## src/core/pird_pkg.sv

```systemverilog
// Constants for the peripheral I/O register decode block
package pird_pkg;

  // Bus widths
  localparam int IO_ADDR_W  = 16;
  localparam int BUS_ADDR_W = 24;
  localparam int DATA_W     = 8;
  localparam int CS_W       = 4;

  // Counts of register groups and the timer count width
  localparam int NUM_TMR      = 6;
  localparam int NUM_PORT     = 3;
  localparam int NUM_ALT_PORT = 2;
  localparam int TMR_CNT_W    = 16;

  // Peripheral window bounds
  localparam logic [15:0] WIN_LO = 16'h0080;
  localparam logic [15:0] WIN_HI = 16'h00FF;

  // Upper address byte presented during I/O cycles (undefined, driven low)
  localparam logic [7:0] IO_ADDR_UPPER = 8'h00;

  // Timer register addresses, timer 0 first
  localparam logic [15:0] TMR_CTL_ADDR [NUM_TMR] =
    '{16'h0800, 16'h0083, 16'h0086, 16'h0089, 16'h008C, 16'h008F};
  localparam logic [15:0] TMR_LO_ADDR [NUM_TMR] =
    '{16'h0081, 16'h0084, 16'h0087, 16'hA800, 16'h008D, 16'h0090};
  localparam logic [15:0] TMR_HI_ADDR [NUM_TMR] =
    '{16'h0082, 16'h0085, 16'h0088, 16'h008B, 16'h008E, 16'h0091};

  // Shared timer and watchdog addresses
  localparam logic [15:0] TIMER_INPUT_SOURCE_SELECT_ADDR = 16'h0092;
  localparam logic [15:0] WATCHDOG_CONTROL_ADDR = 16'h0093;
  localparam logic [15:0] WATCHDOG_RESTART_ADDR  = 16'h0094;

  // Port register addresses, port B first
  localparam logic [15:0] PORT_DATA_ADDR [NUM_PORT] = '{16'h009A, 16'h009E, 16'h00A2};
  localparam logic [15:0] PORT_DIR_ADDR  [NUM_PORT] = '{16'h009B, 16'h009F, 16'h00A3};
  localparam logic [15:0] PORT_ALT1_ADDR [NUM_ALT_PORT] = '{16'h009C, 16'h00A0};
  localparam logic [15:0] PORT_ALT2_ADDR [NUM_ALT_PORT] = '{16'h009D, 16'h00A1};

  // Reset values
  localparam logic [7:0] RST_ZERO      = 8'h00;
  localparam logic [7:0] DIR_RST       = 8'hFF;
  localparam logic [7:0] WATCHDOG_CONTROL_RST_0 = 8'h00;
  localparam logic [7:0] WATCHDOG_CONTROL_RST_1 = 8'h20;
  localparam logic [7:0] DATA_RST      = 8'h00;
  localparam logic [7:0] UNMAPPED_RD   = 8'h00;

endpackage

```

## src/core/pird_io_decode.sv

```systemverilog
// Peripheral I/O window decode and register bank
`timescale 1ns/1ps

module pird_io_decode (
  input  wire logic                                          clk_sys,
  input  wire logic                                          rst_n,
  // Processor I/O request, one-cycle strobe
  input  wire logic                                          io_req,
  input  wire logic                                          io_wr,
  input  wire logic [pird_pkg::IO_ADDR_W-1:0]                io_addr,
  input  wire logic [pird_pkg::DATA_W-1:0]                   io_wdata,
  // Chip select range hits from the chip select comparators
  input  wire logic [pird_pkg::CS_W-1:0]                     ext_cs_hit,
  // Watchdog reset-value strap pin
  input  wire logic                                          wdt_rst_strap,
  // Live timer counts, timer 0 in the low bits
  input  wire logic [pird_pkg::NUM_TMR*pird_pkg::TMR_CNT_W-1:0] tmr_count,
  // Read answer
  output logic [pird_pkg::DATA_W-1:0]                        io_rdata_q,
  output logic                                               io_rvalid_q,
  output logic                                               io_int_hit_q,
  // External bus side
  output logic [pird_pkg::BUS_ADDR_W-1:0]                    bus_addr_q,
  output logic [pird_pkg::CS_W-1:0]                          ext_cs_q,
  // Timer controls
  output logic [pird_pkg::NUM_TMR*pird_pkg::DATA_W-1:0]      tmr_ctl_q,
  output logic [pird_pkg::NUM_TMR*pird_pkg::TMR_CNT_W-1:0]   tmr_reload_q,
  output logic [pird_pkg::NUM_TMR-1:0]                       tmr_reload_wr_q,
  output logic [pird_pkg::DATA_W-1:0]                        timer_input_source_select_q,
  // Watchdog
  output logic [pird_pkg::DATA_W-1:0]                        watchdog_control_q,
  output logic                                               wdt_restart_q,
  output logic [pird_pkg::DATA_W-1:0]                        wdt_restart_data_q,
  // General-purpose ports, port B in the low bits
  output logic [pird_pkg::NUM_PORT*pird_pkg::DATA_W-1:0]     port_data_q,
  output logic [pird_pkg::NUM_PORT*pird_pkg::DATA_W-1:0]     port_dir_q,
  output logic [pird_pkg::NUM_ALT_PORT*pird_pkg::DATA_W-1:0] port_alt1_q,
  output logic [pird_pkg::NUM_ALT_PORT*pird_pkg::DATA_W-1:0] port_alt2_q
);

  localparam int DW = pird_pkg::DATA_W;
  localparam int CW = pird_pkg::TMR_CNT_W;

  // Internal target test: the window plus the two stray timer addresses
  function automatic logic is_internal(input logic [15:0] a);
    logic hit;
    hit = (a >= pird_pkg::WIN_LO) && (a <= pird_pkg::WIN_HI);
    hit = hit || (a == pird_pkg::TMR_CTL_ADDR[0]) || (a == pird_pkg::TMR_LO_ADDR[3]);
    return hit;
  endfunction

  logic                 int_hit;
  logic                 wr_hit;
  logic                 rd_hit;
  logic                 strap_meta_q;
  logic                 strap_sync_q;
  logic [DW-1:0]        rd_mux;

  // Only I/O cycles reach this block; full 16-bit compare throughout
  assign int_hit = io_req && is_internal(io_addr);
  assign wr_hit  = int_hit && io_wr;
  assign rd_hit  = int_hit && !io_wr;

  // Strap synchroniser, free-running so it is settled before reset releases
  always_ff @(posedge clk_sys) begin
    strap_meta_q <= wdt_rst_strap;
    strap_sync_q <= strap_meta_q;
  end

  // External address on every request; chip select suppressed on internal hits
  always_ff @(posedge clk_sys) begin
    if (!rst_n) begin
      bus_addr_q   <= '0;
      ext_cs_q     <= '0;
      io_int_hit_q <= 1'b0;
    end else begin
      io_int_hit_q <= int_hit;
      if (io_req) begin
        bus_addr_q <= {pird_pkg::IO_ADDR_UPPER, io_addr};
      end
      ext_cs_q <= (io_req && !int_hit) ? ext_cs_hit : '0;
    end
  end

  // Per-timer control and reload registers
  for (genvar t = 0; t < pird_pkg::NUM_TMR; t++) begin : g_tmr
    always_ff @(posedge clk_sys) begin
      if (!rst_n) begin
        tmr_ctl_q[t*DW +: DW]          <= pird_pkg::RST_ZERO;
        tmr_reload_q[t*CW +: DW]       <= pird_pkg::RST_ZERO;
        tmr_reload_q[t*CW + DW +: DW]  <= pird_pkg::RST_ZERO;
        tmr_reload_wr_q[t]             <= 1'b0;
      end else begin
        tmr_reload_wr_q[t] <= 1'b0;
        if (wr_hit && io_addr == pird_pkg::TMR_CTL_ADDR[t]) begin
          tmr_ctl_q[t*DW +: DW] <= io_wdata;
        end
        if (wr_hit && io_addr == pird_pkg::TMR_LO_ADDR[t]) begin
          tmr_reload_q[t*CW +: DW] <= io_wdata;
          tmr_reload_wr_q[t]       <= 1'b1;
        end
        if (wr_hit && io_addr == pird_pkg::TMR_HI_ADDR[t]) begin
          tmr_reload_q[t*CW + DW +: DW] <= io_wdata;
          tmr_reload_wr_q[t]            <= 1'b1;
        end
      end
    end
  end

  // Timer input source select
  always_ff @(posedge clk_sys) begin
    if (!rst_n) begin
      timer_input_source_select_q <= pird_pkg::RST_ZERO;
    end else if (wr_hit && io_addr == pird_pkg::TIMER_INPUT_SOURCE_SELECT_ADDR) begin
      timer_input_source_select_q <= io_wdata;
    end
  end

  // Watchdog control, reset value chosen by the synchronised strap
  always_ff @(posedge clk_sys) begin
    if (!rst_n) begin
      watchdog_control_q <= strap_sync_q ? pird_pkg::WATCHDOG_CONTROL_RST_1 : pird_pkg::WATCHDOG_CONTROL_RST_0;
    end else if (wr_hit && io_addr == pird_pkg::WATCHDOG_CONTROL_ADDR) begin
      watchdog_control_q <= io_wdata;
    end
  end

  // Watchdog restart: write strobe with the written byte
  always_ff @(posedge clk_sys) begin
    if (!rst_n) begin
      wdt_restart_q      <= 1'b0;
      wdt_restart_data_q <= pird_pkg::RST_ZERO;
    end else begin
      wdt_restart_q <= wr_hit && (io_addr == pird_pkg::WATCHDOG_RESTART_ADDR);
      if (wr_hit && io_addr == pird_pkg::WATCHDOG_RESTART_ADDR) begin
        wdt_restart_data_q <= io_wdata;
      end
    end
  end

  // Port data and direction registers
  for (genvar p = 0; p < pird_pkg::NUM_PORT; p++) begin : g_port
    always_ff @(posedge clk_sys) begin
      if (!rst_n) begin
        port_data_q[p*DW +: DW] <= pird_pkg::DATA_RST;
        port_dir_q[p*DW +: DW]  <= pird_pkg::DIR_RST;
      end else begin
        if (wr_hit && io_addr == pird_pkg::PORT_DATA_ADDR[p]) begin
          port_data_q[p*DW +: DW] <= io_wdata;
        end
        if (wr_hit && io_addr == pird_pkg::PORT_DIR_ADDR[p]) begin
          port_dir_q[p*DW +: DW] <= io_wdata;
        end
      end
    end
  end

  // Port alternate-function registers
  for (genvar p = 0; p < pird_pkg::NUM_ALT_PORT; p++) begin : g_alt
    always_ff @(posedge clk_sys) begin
      if (!rst_n) begin
        port_alt1_q[p*DW +: DW] <= pird_pkg::RST_ZERO;
        port_alt2_q[p*DW +: DW] <= pird_pkg::RST_ZERO;
      end else begin
        if (wr_hit && io_addr == pird_pkg::PORT_ALT1_ADDR[p]) begin
          port_alt1_q[p*DW +: DW] <= io_wdata;
        end
        if (wr_hit && io_addr == pird_pkg::PORT_ALT2_ADDR[p]) begin
          port_alt2_q[p*DW +: DW] <= io_wdata;
        end
      end
    end
  end
  // Unassigned addresses match none of the compares above, so writes are dropped

  // Read multiplexer; unassigned and write-only addresses read as a fixed byte
  always_comb begin
    rd_mux = pird_pkg::UNMAPPED_RD;
    for (int t = 0; t < pird_pkg::NUM_TMR; t++) begin
      if (io_addr == pird_pkg::TMR_CTL_ADDR[t]) rd_mux = tmr_ctl_q[t*DW +: DW];
      if (io_addr == pird_pkg::TMR_LO_ADDR[t])  rd_mux = tmr_count[t*CW +: DW];
      if (io_addr == pird_pkg::TMR_HI_ADDR[t])  rd_mux = tmr_count[t*CW + DW +: DW];
    end
    if (io_addr == pird_pkg::TIMER_INPUT_SOURCE_SELECT_ADDR) rd_mux = timer_input_source_select_q;
    if (io_addr == pird_pkg::WATCHDOG_CONTROL_ADDR) rd_mux = watchdog_control_q;
    for (int p = 0; p < pird_pkg::NUM_PORT; p++) begin
      if (io_addr == pird_pkg::PORT_DATA_ADDR[p]) rd_mux = port_data_q[p*DW +: DW];
      if (io_addr == pird_pkg::PORT_DIR_ADDR[p])  rd_mux = port_dir_q[p*DW +: DW];
    end
    for (int p = 0; p < pird_pkg::NUM_ALT_PORT; p++) begin
      if (io_addr == pird_pkg::PORT_ALT1_ADDR[p]) rd_mux = port_alt1_q[p*DW +: DW];
      if (io_addr == pird_pkg::PORT_ALT2_ADDR[p]) rd_mux = port_alt2_q[p*DW +: DW];
    end
  end

  // Registered read answer, one cycle after an internal read
  always_ff @(posedge clk_sys) begin
    if (!rst_n) begin
      io_rdata_q  <= pird_pkg::RST_ZERO;
      io_rvalid_q <= 1'b0;
    end else begin
      io_rvalid_q <= rd_hit;
      if (rd_hit) begin
        io_rdata_q <= rd_mux;
      end
    end
  end

endmodule // pird_io_decode

```

## config.mk

```make
export PLATFORM = sky130hd
export DESIGN_NAME = pird_io_decode
export DESIGN_NICKNAME = d
export VERILOG_FILES = /design/src/core/pird_pkg.sv /design/src/core/pird_io_decode.sv
export SDC_FILE = /design/constraint.sdc
export NUM_CORES = 1
export LEC_CHECK = 0
export BUFFER_PORTS_ARGS = -buffer_cell sky130_fd_sc_hd__buf_2
export CORE_MARGIN = 2
export CORE_UTILIZATION = 48
export CTS_BUF_LIST = sky130_fd_sc_hd__clkbuf_2 sky130_fd_sc_hd__clkbuf_4 sky130_fd_sc_hd__clkbuf_8
export DETAILED_ROUTE_END_ITERATION = 10
export PLACE_DENSITY = 0.91
export SKIP_CTS_REPAIR_TIMING = 1
export SLEW_MARGIN = 20
export SYNTH_ARGS = -nofsm -noshare
export SYNTH_HDL_FRONTEND = slang
export SYNTH_SLANG_ARGS = --single-unit
```

## constraint.sdc

```tcl
create_clock -name clk_sys -period 2.4 [get_ports clk_sys]
set_clock_uncertainty 0.05 [all_clocks]
set_input_delay 0 -clock clk_sys [delete_from_list [all_inputs] [get_ports clk_sys]]
set_output_delay 0 -clock clk_sys [all_outputs]
set_load 0.02 [all_outputs]
```

==> reports/metrics.csv <==
stage,metric,value,unit
power_and_ir_drop,P per Cell Area,558,nW/µm²
layout,"most common cell after layout, fill and taps aside",nand2_1,
layout,most frequent cells in the layout,"nand2_1 (469), buf_2 (413), dfxtp_1 (279), buf_4 (228), a21oi_1 (211)",
timing,Slew HR,33.5,%
detailed_routing,DR vias,16300,
floorplanning,initial core utilization,49.1,%
logic_synthesis,simple-gate share of the synthesized area,29.0,%
critical_path,Worst setup endpoint,io_rdata_q[5],
timing,RSZ-0062 raised after global routing,false,
clock_tree,Root Driver,clkbuf_8,
placed_design,post-place setup slack,-0.356,ns
floorplanning,Die Wd,170,µm
floorplanning,die area,29000,µm²
clock_tree,TritonCTS Buffers,46,
layout,fillers,2181,
timing,worst slew pin tran,0.998,ns
critical_path,Crit-path slowest cell,or4b_2,
critical_path,"Req. time, crit path",2.88,ns
detailed_routing,Residual DRC,0,
clock_tree,CTS tree,done,
timing,FMAX,432,MHz
clock_tree,worst-skew pair later-pin latency,0.59,ns
grt,vias in the first global route,15500,
floorplanning,die height,170,µm
critical_path,FF-to-FF setup slack,0.08,ns
critical_path,CP cell instances,nor2b_1 > o211ai_1 > o221ai_1 > a21oi_2 > or4b_2 > a41oi_1 > o211a_1,
timing,endpoints failing setup,0,
clock_tree,CTS clock-pin slew for the worst setup and hold paths,0.07,ns
timing,setup ws final,0.0848,ns
logic_synthesis,Syn Area/Cell,7.87,µm²
critical_path,critical path's largest stage delay,0.65,ns
logic_synthesis,area fraction in compound gates after synthesis,17.7,%
detailed_routing,vias per inst,6.13,
critical_path,"Worst Path Class, Setup",reg2reg,
critical_path,worst path buffer plus inverter count,0,
job,Max-cap violations,0,
logic_synthesis,ys async rst share,0,%
logic_synthesis,cell area after synthesis,13300,µm²
grt,GRT Residual Overflow,0,
timing,setup_tns,0,ns
timing,Hold WS,-0.0173,ns
critical_path,CP arrival,2.79,ns
run_status,status,"complete, but fails checks",
floorplanning,core area,27000,µm²
clock_tree,H-tree Lvls,2,
layout,Final nets,2419,
clock_tree,clk sinks,287,
power_and_ir_drop,overall power,10.3,mW
layout,"non-filler cells, final",2668,
hold_path,Hold Path Class,in2reg,
critical_path,Top delay family on crit path,compound AO/OA/AOI/OAI gates,
grt,GRT Util Overall,42.3,%
grt,largest net degree at the start of global routing,76,
critical_path,crit-path max FO,2,
critical_path,CP endpoint kind,flop,
critical_path,reg2reg start,port_dir_q[5],
logic_synthesis,number of synthesized flops with an enable pin,8,
clock_tree,CTS Buffer Depth,3,
detailed_routing,drt first pass iters,6,
logic_synthesis,mux contribution to synthesized area,4.59,%
floorplanning,io pins,422,
power_and_ir_drop,Pleak,8.05,nW
placed_design,placed cells,2556,
floorplanning,Rows,60,
timing,final hold vios,2,
logic_synthesis,largest family of logic cells by synthesized area,simple AND/OR/NAND/NOR gates,
logic_synthesis,Post-Syn Instances,1686,
power_and_ir_drop,Max rail drop VDD,0.000476,V
detailed_routing,Antenna Nets Post-Route,0,
logic_synthesis,post-synthesis sequential area ratio,43.9,%
grt,initial antenna violation count,3,
run_status,failing checks,negative hold slack,
layout,layout overhead on the synthesized area,39.7,%
detailed_routing,final wirelength,64400,µm
timing,Tcrit/Tclk final,96.5,%
logic_synthesis,"Top FF cell, synth",dfxtp_1,
grt,first-pass GRT wire length,92700,µm
detailed_routing,DRT iter0 DRCs,2082,
logic_synthesis,area share of fa/ha/maj cells after synthesis,0,%
placed_design,port bufs,413,
critical_path,FF-to-FF End,io_rdata_q[5],
timing,post-route minimum period,2.32,ns
logic_synthesis,Synth Area in XOR/XNOR,0.0660,%
logic_synthesis,Ys Warns,0,
critical_path,WP depth,7,
logic_synthesis,library cells used by synthesis,85,
logic_synthesis,"FF+latch count, synth",287,
timing,Final Max Tran Viols,0,
placed_design,detailed placement HPWL,47600,µm
layout,layout cells sized above 1,33.7,%
critical_path,Worst setup startpoint,port_dir_q[5],
critical_path,R2R cell count,7,
placed_design,RD Place Congestion,1.05,
critical_path,Startpoint Class,flop,
detailed_routing,WL per Instance,24.1,µm
state kept, by name, indices dropped and copies added, names as in the netlist, 8 cells and up:
name	flops
tmr_reload_q	96
tmr_ctl_q	48
port_data_q	24
port_dir_q	24
bus_addr_q	16
port_alt1_q	16
port_alt2_q	16
io_rdata_q	8
timer_input_source_select_q	8
watchdog_control_q	8
wdt_restart_data_q	8
cells by family (layout without fill, tap and decap cells):
logic type / Yosys count / count (layout)
flops: 287 / 287
compound gates: 380 / 380
mux: 60 / 60
other cells: 1 / 12
simple gates: 816 / 816
xor+xnor: 1 / 1
buf+inv: 141 / 771
metrics by stage:
stage / hold slack, ns / instance area (µm²) / util, %
after floorplan: -0.0223 / 13300 / -
after global placement: 0.0549 / 17200 / 63.7
after detailed placement: 0.0561 / 17200 / 63.7
after CTS: -0.549 / 18200 / 67.5
after global routing: 0.000408 / 18500 / 68.6
final: -0.0173 / 18500 / 68.6
area by class of cell:
cell class / count / area [µm²] / area share (%)
Antenna cell: 4 / 10.0 / 0.0540
Clock buffer: 74 / 950 / 5.12
Clock inverter: 7 / 81.3 / 0.439
Inverter: 9 / 38.8 / 0.209
Multi-Input combinational cell: 1265 / 6890 / 37.2
Sequential cell: 287 / 5830 / 31.4
Tap cell: 341 / 427 / 2.30
Timing Repair Buffer: 681 / 4310 / 23.3
synthesized netlist by cell type, drive strengths merged (30+ instances only):
cell type / count / area [µm²]
a21oi: 212 / 1060
buf: 43 / 257
clkbuf: 89 / 334
dfxtp: 279 / 5590
mux2i: 53 / 531
nand2: 469 / 1760
nand3: 61 / 310
nand4: 30 / 194
nor2: 110 / 415
nor3: 31 / 186
nor4: 30 / 312
o21ai: 32 / 160
per-layer routing:
layer	vias up	wire length (µm)	track usage, %
met5	-	0	0
met4	0	3860	24.1
met3	265	7500	9.95
met2	1256	28800	67.2
met1	7667	24200	52.7
li1	7154	-	-
how the worst min path moves through the flow:
stage | startpoint | end | slack (ns) | cells past startpoint
global route | io_addr[6] | tmr_reload_wr_q[5] | 0.0004 | 4
finish | io_addr[6] | tmr_reload_wr_q[5] | -0.02 | 4
detailed placement | wdt_rst_strap | strap_meta_q | 0.06 | 1
global placement | wdt_rst_strap | strap_meta_q | 0.05 | 1
CTS | wdt_rst_strap | strap_meta_q | -0.55 | 1
floorplan | wdt_rst_strap | strap_meta_q | -0.02 | 0
tightest hold or removal path, cell delays in order:
cell and delay, ns:
buf_2 0.17, nor4bb_1 0.09, nand4_1 0.20, a211oi_1 0.11
report_power, final:
part	switching [mW]	internal (mW)	leakage (nW)
registers	0.0233	4.82	2.33
logic	0.553	0.297	5.18
clock network	2.03	2.62	0.542
Power figures use the tool's default switching activity.
